===== src/mac_pkg.sv =====
// Constants and types shared by the signed multiply/accumulate unit.
`default_nettype none

package mac_pkg;

  // ------------------------------------------------------------------
  // Widths
  // ------------------------------------------------------------------
  localparam int unsigned FACTOR_WIDTH  = 8;
  localparam int unsigned PRODUCT_WIDTH = 16;
  localparam int unsigned SUM_WIDTH     = 32;
  localparam int unsigned HALF_WIDTH    = 16;
  localparam int unsigned ADDR_WIDTH    = 8;

  // ------------------------------------------------------------------
  // Register bank and offsets
  // ------------------------------------------------------------------
  localparam logic       MAC_BANK                = 1'h0;
  localparam logic [7:0] PRODUCT_FACTOR_X_ADDR   = 8'he8;
  localparam logic [7:0] PRODUCT_FACTOR_Y_ADDR   = 8'he9;
  localparam logic [7:0] PRODUCT_HIGH_BYTE_ADDR  = 8'hea;
  localparam logic [7:0] PRODUCT_LOW_BYTE_ADDR   = 8'heb;
  localparam logic [7:0] SUM_BYTE1_ADDR          = 8'hec;
  localparam logic [7:0] SUM_BYTE0_ADDR          = 8'hed;
  localparam logic [7:0] SUM_BYTE3_ADDR          = 8'hee;
  localparam logic [7:0] SUM_BYTE2_ADDR          = 8'hef;

  // ------------------------------------------------------------------
  // Reset values and the answer to an unmapped read
  // ------------------------------------------------------------------
  localparam logic [7:0]  FACTOR_RESET    = 8'h00;
  localparam logic [15:0] PRODUCT_RESET   = 16'h0000;
  localparam logic [15:0] HALF_RESET      = 16'h0000;
  localparam logic [7:0]  READ_RESET      = 8'h00;
  localparam logic [7:0]  UNMAPPED_READ   = 8'h00;

  // ------------------------------------------------------------------
  // Types
  // ------------------------------------------------------------------
  typedef enum logic [1:0] {
    op_none,
    op_multiply,
    op_accumulate,
    op_clear
  } operation_t;

  typedef enum logic {
    carry_idle,
    carry_due
  } carry_state_t;

endpackage : mac_pkg

`default_nettype wire


===== src/accum_if.sv =====
// Interface between the register front end and the split accumulator.
`timescale 1ns/10ps
`default_nettype none

interface accum_if;

  logic                                add_strobe;
  logic signed [mac_pkg::PRODUCT_WIDTH-1:0] addend;
  logic                                clear_strobe;
  logic [mac_pkg::SUM_WIDTH-1:0]       sum;

  modport front (
    output add_strobe,
    output addend,
    output clear_strobe,
    input  sum
  );

  modport accum (
    input  add_strobe,
    input  addend,
    input  clear_strobe,
    output sum
  );

endinterface : accum_if

`default_nettype wire


===== src/signed_multiplier.sv =====
// Combinational 8x8 two's complement multiplier.
`timescale 1ns/10ps
`default_nettype none

module signed_multiplier (
  input  wire logic [mac_pkg::FACTOR_WIDTH-1:0]  factor_x, // X factor
  input  wire logic [mac_pkg::FACTOR_WIDTH-1:0]  factor_y, // Y factor
  output logic      [mac_pkg::PRODUCT_WIDTH-1:0] product   // Signed product
);

  // Both factors are signed, so -128 * -128 gives 16'h4000 exactly.
  assign product = mac_pkg::PRODUCT_WIDTH'($signed(factor_x)
                                          * $signed(factor_y));

endmodule : signed_multiplier

`default_nettype wire


===== src/split_accumulator.sv =====
// Thirty-two bit accumulator whose upper half settles one cycle late.
`timescale 1ns/10ps
`default_nettype none

module split_accumulator (
  input  wire logic clock, // Unit clock
  input  wire logic reset, // Asynchronous reset, active high
  accum_if.accum    acc    // Add, clear and sum
);

  logic [mac_pkg::HALF_WIDTH-1:0] low_half;
  logic [mac_pkg::HALF_WIDTH-1:0] high_half;
  logic [mac_pkg::HALF_WIDTH-1:0] high_addend;
  logic [mac_pkg::HALF_WIDTH:0]   next_low;
  mac_pkg::carry_state_t          carry_state;

  // ------------------------------------------------------------------
  // Lower half
  // ------------------------------------------------------------------
  // Splitting the carry chain keeps the adder short; the price is that
  // the upper bytes lag one cycle behind the lower bytes.
  assign next_low = {1'b0, low_half} + {1'b0, acc.addend};

  always_ff @(posedge clock or posedge reset)
  begin
    if (reset)
      low_half <= mac_pkg::HALF_RESET;
    else if (acc.clear_strobe)
      low_half <= mac_pkg::HALF_RESET;
    else if (acc.add_strobe)
      low_half <= next_low[mac_pkg::HALF_WIDTH-1:0];
  end

  // ------------------------------------------------------------------
  // Deferred upper half
  // ------------------------------------------------------------------
  // The sign extension of the product plus the carry out of the lower
  // half is parked here and added on the following edge.
  always_ff @(posedge clock or posedge reset)
  begin
    if (reset)
      high_addend <= mac_pkg::HALF_RESET;
    else if (acc.add_strobe)
      high_addend <= {mac_pkg::HALF_WIDTH{acc.addend[mac_pkg::HALF_WIDTH-1]}}
                     + {{(mac_pkg::HALF_WIDTH-1){1'b0}},
                        next_low[mac_pkg::HALF_WIDTH]};
  end

  always_ff @(posedge clock or posedge reset)
  begin
    if (reset)
      carry_state <= mac_pkg::carry_idle;
    else if (acc.clear_strobe)
      carry_state <= mac_pkg::carry_idle;
    else if (acc.add_strobe)
      carry_state <= mac_pkg::carry_due;
    else
      carry_state <= mac_pkg::carry_idle;
  end

  // Wraps modulo two to the thirty-second with no overflow flag.
  always_ff @(posedge clock or posedge reset)
  begin
    if (reset)
      high_half <= mac_pkg::HALF_RESET;
    else if (acc.clear_strobe)
      high_half <= mac_pkg::HALF_RESET;
    else
    begin
      case (carry_state)
        mac_pkg::carry_due:
          high_half <= high_half + high_addend;
        default:
          high_half <= high_half;
      endcase
    end
  end

  assign acc.sum = {high_half, low_half};

endmodule : split_accumulator

`default_nettype wire


===== src/signed_multiply_accumulate.sv =====
// Register-mapped signed multiplier and multiply/accumulate unit.
`timescale 1ns/10ps
`default_nettype none

module signed_multiply_accumulate (
  input  wire logic       clock,          // Unit clock, 25 MHz
  input  wire logic       reset,          // Asynchronous reset, active high
  input  wire logic       bus_bank,       // Register bank select
  input  wire logic [7:0] bus_address,    // Register address
  input  wire logic       bus_write,      // Write strobe, one cycle
  input  wire logic       bus_read,       // Read strobe, one cycle
  input  wire logic [7:0] bus_write_data, // Data written by the CPU
  output logic      [7:0] bus_read_data,  // Data returned to the CPU
  output logic      [1:0] last_operation, // Most recent operation kind
  output logic            sum_settling    // Upper sum bytes not yet valid
);

  // ------------------------------------------------------------------
  // Operand and result state
  // ------------------------------------------------------------------
  logic [7:0]  factor_x;
  logic [7:0]  factor_y;
  logic [7:0]  next_x;
  logic [7:0]  next_y;
  logic [15:0] product;
  logic [15:0] next_product;
  logic [7:0]  next_read_data;

  mac_pkg::operation_t operation;
  mac_pkg::operation_t next_operation;

  accum_if acc ();

  // ------------------------------------------------------------------
  // Address decode
  // ------------------------------------------------------------------
  logic in_bank;
  logic write_product_factor_x;
  logic write_product_factor_y;
  logic write_acc_x;
  logic write_acc_y;
  logic write_clear;
  logic any_x_write;
  logic any_y_write;
  logic hit_factor_x;
  logic hit_factor_y;
  logic hit_product_high;
  logic hit_product_low;
  logic hit_sum_byte1;
  logic hit_sum_byte0;
  logic hit_sum_byte3;
  logic hit_sum_byte2;

  assign in_bank = (bus_bank == mac_pkg::MAC_BANK);

  // One match per register, shared by the write and the read decoders
  // so that the two maps cannot drift apart.
  always_comb
  begin
    hit_factor_x     = 1'b0;
    hit_factor_y     = 1'b0;
    hit_product_high = 1'b0;
    hit_product_low  = 1'b0;
    hit_sum_byte1    = 1'b0;
    hit_sum_byte0    = 1'b0;
    hit_sum_byte3    = 1'b0;
    hit_sum_byte2    = 1'b0;
    if (in_bank)
    begin
      if (bus_address == mac_pkg::PRODUCT_FACTOR_X_ADDR)
        hit_factor_x = 1'b1;
      else if (bus_address == mac_pkg::PRODUCT_FACTOR_Y_ADDR)
        hit_factor_y = 1'b1;
      else if (bus_address == mac_pkg::PRODUCT_HIGH_BYTE_ADDR)
        hit_product_high = 1'b1;
      else if (bus_address == mac_pkg::PRODUCT_LOW_BYTE_ADDR)
        hit_product_low = 1'b1;
      else if (bus_address == mac_pkg::SUM_BYTE1_ADDR)
        hit_sum_byte1 = 1'b1;
      else if (bus_address == mac_pkg::SUM_BYTE0_ADDR)
        hit_sum_byte0 = 1'b1;
      else if (bus_address == mac_pkg::SUM_BYTE3_ADDR)
        hit_sum_byte3 = 1'b1;
      else if (bus_address == mac_pkg::SUM_BYTE2_ADDR)
        hit_sum_byte2 = 1'b1;
    end
  end

  // Writes to the two product registers match nothing here and are
  // dropped without side effects.
  always_comb
  begin
    write_product_factor_x = 1'b0;
    write_product_factor_y = 1'b0;
    write_acc_x = 1'b0;
    write_acc_y = 1'b0;
    write_clear = 1'b0;
    if (bus_write)
    begin
      if (hit_factor_x)
        write_product_factor_x = 1'b1;
      else if (hit_factor_y)
        write_product_factor_y = 1'b1;
      else if (hit_sum_byte1)
        write_acc_x = 1'b1;
      else if (hit_sum_byte0)
        write_acc_y = 1'b1;
      else if (hit_sum_byte3)
        write_clear = 1'b1;
      else if (hit_sum_byte2)
        write_clear = 1'b1;
    end
  end

  // Either X register feeds the one shared X factor, likewise for Y.
  assign any_x_write = write_product_factor_x | write_acc_x;
  assign any_y_write = write_product_factor_y | write_acc_y;

  // ------------------------------------------------------------------
  // Operand registers
  // ------------------------------------------------------------------
  // The multiplier sees the operand being written, not the stored one,
  // so the product is ready at the very edge that takes the write.
  always_comb
  begin
    next_x = factor_x;
    next_y = factor_y;
    if (any_x_write)
      next_x = bus_write_data;
    if (any_y_write)
      next_y = bus_write_data;
  end

  always_ff @(posedge clock or posedge reset)
  begin
    if (reset)
      factor_x <= mac_pkg::FACTOR_RESET;
    else
      factor_x <= next_x;
  end

  always_ff @(posedge clock or posedge reset)
  begin
    if (reset)
      factor_y <= mac_pkg::FACTOR_RESET;
    else
      factor_y <= next_y;
  end

  // ------------------------------------------------------------------
  // Multiplier
  // ------------------------------------------------------------------
  signed_multiplier multiplier (
    .factor_x (next_x),
    .factor_y (next_y),
    .product  (next_product)
  );

  always_ff @(posedge clock or posedge reset)
  begin
    if (reset)
      product <= mac_pkg::PRODUCT_RESET;
    else if (any_x_write || any_y_write)
      product <= next_product;
  end

  // ------------------------------------------------------------------
  // Accumulator control
  // ------------------------------------------------------------------
  // Only the accumulate registers start an add; a plain operand write
  // refreshes the product and leaves the sum alone.
  assign acc.add_strobe   = write_acc_x | write_acc_y;
  assign acc.addend       = $signed(next_product);
  assign acc.clear_strobe = write_clear;

  split_accumulator accumulator (
    .clock (clock),
    .reset (reset),
    .acc   (acc.accum)
  );

  // ------------------------------------------------------------------
  // Operation tracking
  // ------------------------------------------------------------------
  always_comb
  begin
    next_operation = operation;
    if (write_clear)
      next_operation = mac_pkg::op_clear;
    else if (acc.add_strobe)
      next_operation = mac_pkg::op_accumulate;
    else if (write_product_factor_x || write_product_factor_y)
      next_operation = mac_pkg::op_multiply;
  end

  always_ff @(posedge clock or posedge reset)
  begin
    if (reset)
      operation <= mac_pkg::op_none;
    else
      operation <= next_operation;
  end

  // ------------------------------------------------------------------
  // Status outputs
  // ------------------------------------------------------------------
  // Each status port leaves its own flip-flop, at the cost of a few
  // bits that duplicate internal state.
  always_ff @(posedge clock or posedge reset)
  begin
    if (reset)
      last_operation <= mac_pkg::op_none;
    else
      last_operation <= next_operation;
  end

  // High while the upper half still owes its pending add.
  always_ff @(posedge clock or posedge reset)
  begin
    if (reset)
      sum_settling <= 1'b0;
    else
      sum_settling <= acc.add_strobe;
  end

  // ------------------------------------------------------------------
  // Read path
  // ------------------------------------------------------------------
  // Reads are answered from a register one cycle after the strobe. The
  // operand registers are write-only and read back as zero, as does
  // every address this unit does not own.
  always_comb
  begin
    next_read_data = mac_pkg::UNMAPPED_READ;
    if (hit_factor_x || hit_factor_y)
      next_read_data = mac_pkg::UNMAPPED_READ;
    else if (hit_product_high)
      next_read_data = product[15:8];
    else if (hit_product_low)
      next_read_data = product[7:0];
    else if (hit_sum_byte1)
      next_read_data = acc.sum[15:8];
    else if (hit_sum_byte0)
      next_read_data = acc.sum[7:0];
    else if (hit_sum_byte3)
      next_read_data = acc.sum[31:24];
    else if (hit_sum_byte2)
      next_read_data = acc.sum[23:16];
  end

  always_ff @(posedge clock or posedge reset)
  begin
    if (reset)
      bus_read_data <= mac_pkg::READ_RESET;
    else if (bus_read)
      bus_read_data <= next_read_data;
  end

endmodule : signed_multiply_accumulate

`default_nettype wire


===== config.mk =====
export PLATFORM = sky130hd
export DESIGN_NAME = signed_multiply_accumulate
export DESIGN_NICKNAME = d
export VERILOG_FILES = /design/src/mac_pkg.sv /design/src/accum_if.sv /design/src/signed_multiplier.sv /design/src/split_accumulator.sv /design/src/signed_multiply_accumulate.sv
export SDC_FILE = /design/constraint.sdc
export NUM_CORES = 1
export LEC_CHECK = 0
export ABC_AREA = 1
export BUFFER_PORTS_ARGS = -buffer_cell sky130_fd_sc_hd__buf_2
export CAP_MARGIN = 20
export CORE_ASPECT_RATIO = 1.2
export CORE_MARGIN = 2
export CORE_UTILIZATION = 52
export DETAILED_ROUTE_END_ITERATION = 8
export PLACE_DENSITY = 0.69
export SLEW_MARGIN = 20
export SYNTH_ARGS = -nofsm -noshare
export SYNTH_HDL_FRONTEND = slang
export SYNTH_SLANG_ARGS = --single-unit

===== constraint.sdc =====
create_clock -name clock -period 8.5 [get_ports clock]
set_input_delay 1.7 -clock clock [delete_from_list [all_inputs] [get_ports clock]]
set_output_delay 1.7 -clock clock [all_outputs]
set_load 0.1 [all_outputs]

==> implementation parameters <==
Parameter                              Value

CTS
  Hold-fix buffers, CTS    0
  Clk sinks    78
  Number of H-tree levels    3
  Worst-skew pair later-pin latency    350 ps
  Post-CTS Resized    0
  Number of buffers on the longest clock path    2
  Cts bufs inserted    9
  Number of buffers inserted to repair setup after CTS    0
  Root Buffer Master    sky130_fd_sc_hd__clkbuf_16
  Clock tree from TritonCTS    built
  Clock input transition at the sequential cells of the worst setup and hold paths    60 ps

Place
  Final RePlAce weighted congestion    0.994
  Post-detail-place hpwl    16.9 mm
  Port-buffer cells    31

Synthesis
  Xor and xnor area share after synthesis    2.36%
  Post-synthesis area per instance    7.04 µm²
  EDFF count, synth    0
  Primary FF master, synth    sky130_fd_sc_hd__dfrtp_1
  Synth async-reset ratio    100%
  Synth Cell Area    8160 µm²
  Post-synthesis instance total    1158
  Dominant combinational cell family by area after synthesis    simple AND/OR/NAND/NOR gates
  Fraction of the mapped netlist area in adder cells    23.4%
  Share of synthesized area spent on multiplexers    0%
  Share of synthesized cell area in and, or, nand and nor gates    31.4%
  Net Count, Synth    1297
  Compound-gate portion of the synthesized area    7.76%
  Yosys reg bits    78
  Yosys warning count    0
  Proportion of synthesized chip area in sequential cells    23.9%
  Unique cell type count in the Yosys netlist    43

Worst hold path
  Worst Hold Class    reg2reg

Die
  DIE AREA    16700 µm²
  Number of top-level pins    32
  Die Height    141 µm
  CORE AREA    15500 µm²
  Starting density of the core    52.8%
  Std-Cell Rows    50
  Floorplan die width    118 µm

STA
  RSZ-0062 raised after global routing    false
  Final worst path period share    92.1%
  Count of endpoints failing hold in the final timing report    0
  Total Negative Setup Slacks    0 ps
  Worst Max-Slew Pin Slew    907 ps
  Clk_skew    9.57 ps
  Shortest period the worst path allows    7830 ps
  Final max-slew violation count    0
  Headroom to the max-slew limit    39.5%
  Fmax    0.128 GHz
  Finish-stage setup viols    0

Pwr
  Leakage component of the power    5.10 nW
  Max VDD drop    0.232 mV
  Pwr/cell area    290 nW/µm²

Routing
  DRC violation total after the first TritonRoute iteration    508
  Via count    7251
  Avg Vias per Cell    5.18
  ANT nets after route    0
  Residual DRC count    0
  Wirelength, routed    20.7 mm
  Routed wire length per instance    14.8 µm
  First-pass iteration count of the detailed router    5

Setup path
  Critical Path End Type    register
  Maximum fanout along the worst path    12
  WS Path Type    in2reg
  Crit path arrival time    8090 ps
  Required time of the critical path    8770 ps
  Slowest library cell on the worst path    sky130_fd_sc_hd__fa_1
  Crit start category    primary input
  Delay of the slowest cell on the worst path    780 ps
  Critical path's most frequent cell    sky130_fd_sc_hd__inv_1

Run status
  Outcome    finished clean

Global routing
  Vias in the first global route    7234
  Global-route wire length before repair    35.0 mm
  Antenna violations before repair    0
  All-Layer GR Usage    26.5%
  Global-route congestion overflow total    0
  Largest net degree at the start of global routing    61

Finish
  Diode count    0
  Proportion of layout cells with a drive suffix above 1    9.73%
  Final core area utilization    57.3%
  Number of nets at the end of the flow    1326
  # fillers    1530
  Area added between synthesis and finish    8.51%

Run
  Reported max-cap violation count    0
==> power breakdown <==
group	switching, mW	internal, mW	total (mW)
clock network	0.168	0.289	0.457
registers	0.0260	0.401	0.428
logic	1.07	0.603	1.68
total	1.27	1.29	2.56
==> cells in the final DEF (no fill, tap or decap), types with 9 or more instances in the layout <==
cell type                   instances
sky130_fd_sc_hd__a21oi_1           47
sky130_fd_sc_hd__buf_2             31
sky130_fd_sc_hd__clkbuf_16          9
sky130_fd_sc_hd__dfrtp_1           78
sky130_fd_sc_hd__fa_1              57
sky130_fd_sc_hd__ha_1              61
sky130_fd_sc_hd__inv_1            195
sky130_fd_sc_hd__inv_2             22
sky130_fd_sc_hd__nand2_1          365
sky130_fd_sc_hd__nand2_2           11
sky130_fd_sc_hd__nand3_1           70
sky130_fd_sc_hd__nand4_1           22
sky130_fd_sc_hd__nor2_1            97
sky130_fd_sc_hd__o21ai_0           28
sky130_fd_sc_hd__o21ai_2            9
sky130_fd_sc_hd__xnor2_1           14
==> flip-flops by register name, indices dropped and copies added (netlist names) <==
register and flops:
product 16, accumulator.low_half 16, accumulator.high_half 16, factor_x 8, bus_read_data 8, last_operation 2
accumulator.high_addend 2, factor_y 8, accumulator.carry_state 1, sum_settling 1
==> per-layer routing <==
metal | vias up | share of wire [%] | global-route usage [%]
met5 | - | 0 | 0
li1 | 3641 | - | -
met4 | 0 | 3.2 | 9.83
met1 | 3368 | 44 | 33.6
met3 | 49 | 4.6 | 3.84
met2 | 193 | 48 | 45.9
==> critical path: cells and delay by family <==
kind	cells	cell delay [ps]
fa+ha+maj	7	3230
simple gates	13	1910
buf+inv	8	750
compound gates	4	490
==> cell usage after synthesis (2+ instances only) <==
cell type / n / area [µm²]
sky130_fd_sc_hd__a21o_1: 2 / 15.0
sky130_fd_sc_hd__a21oi_1: 47 / 235
sky130_fd_sc_hd__and2_1: 2 / 12.5
sky130_fd_sc_hd__and3_1: 2 / 12.5
sky130_fd_sc_hd__buf_1: 2 / 7.51
sky130_fd_sc_hd__buf_2: 9 / 45.0
sky130_fd_sc_hd__buf_6: 2 / 22.5
sky130_fd_sc_hd__clkbuf_1: 2 / 7.51
sky130_fd_sc_hd__dfrtp_1: 78 / 1950
sky130_fd_sc_hd__fa_1: 57 / 1140
sky130_fd_sc_hd__ha_1: 61 / 763
sky130_fd_sc_hd__inv_1: 196 / 736
sky130_fd_sc_hd__inv_2: 22 / 82.6
sky130_fd_sc_hd__nand2_1: 365 / 1370
sky130_fd_sc_hd__nand2_2: 11 / 68.8
sky130_fd_sc_hd__nand3_1: 70 / 350
sky130_fd_sc_hd__nand3b_1: 8 / 60.1
sky130_fd_sc_hd__nand4_1: 22 / 138
sky130_fd_sc_hd__nor2_1: 97 / 364
sky130_fd_sc_hd__nor2_2: 7 / 43.8
sky130_fd_sc_hd__nor2_4: 2 / 22.5
sky130_fd_sc_hd__nor3_1: 3 / 15.0
sky130_fd_sc_hd__o21a_1: 3 / 22.5
sky130_fd_sc_hd__o21ai_0: 28 / 140
sky130_fd_sc_hd__o21ai_1: 4 / 20.0
sky130_fd_sc_hd__o21ai_2: 9 / 78.8
sky130_fd_sc_hd__o21ai_4: 3 / 48.8
sky130_fd_sc_hd__o21bai_1: 4 / 30.0
sky130_fd_sc_hd__o22ai_1: 2 / 12.5
sky130_fd_sc_hd__or2_2: 5 / 31.3
sky130_fd_sc_hd__xnor2_1: 14 / 123
sky130_fd_sc_hd__xor2_1: 8 / 70.1
==> per-stage QoR <==
| stage | cells | instance area [µm²] | power, mW | hold slack [ps] | worst slack, ps |
|---|---|---|---|---|---|
| final | 1400 | 8850 | 2.56 | 475 | 671 |
| after global routing | 1400 | 8850 | 2.85 | 490 | 101 |
| after CTS | 1400 | 8850 | 2.57 | 477 | 698 |
| after detailed placement | 1384 | 8500 | 2.10 | 460 | 363 |
| after global placement | 1384 | 8500 | 2.09 | 457 | 507 |
| after floorplan | 1158 | 8160 | 1.72 | 449 | 1110 |
==> final cells by class <==
class,instances,area (µm²),area share [%]
tap,208,260,2.94
inverter,219,826,9.33
clock inverter,7,120,1.36
timing repair buffer,34,178,2.01
clock buffer,9,225,2.54
multi-input combinational,845,5290,59.8
sequential,78,1950,22.1
==> path summary, 6_finish.rpt <==
check                      cells past startpoint                                      to  slack (ps)                          from
max                                           32  accumulator.high_addend[0]$_DFFE_PP0P_         670                bus_address[0]
max reg2reg                                   26  accumulator.high_addend[0]$_DFFE_PP0P_        2630         factor_y[1]$_DFF_PP0_
min reg2reg                                    2            bus_read_data[6]$_DFFE_PP0P_         480  bus_read_data[6]$_DFFE_PP0P_
min in group asynchronous                      2            bus_read_data[4]$_DFFE_PP0P_        1290                         reset
max in group asynchronous                      3                   factor_x[3]$_DFF_PP0_        6110                         reset
min                                            2            bus_read_data[6]$_DFFE_PP0P_         480  bus_read_data[6]$_DFFE_PP0P_
==> cell families (layout without fill, tap and decap cells) <==
logic type	Yosys count	after routing
adders and majority gates	118	118
AOI/OAI and AO/OA	105	105
buffers and inverters	235	269
and+or+nand+nor	600	600
DFF	78	78
xor gates and xnor gates	22	22
Note: power is estimated with default switching activity, not from simulation.
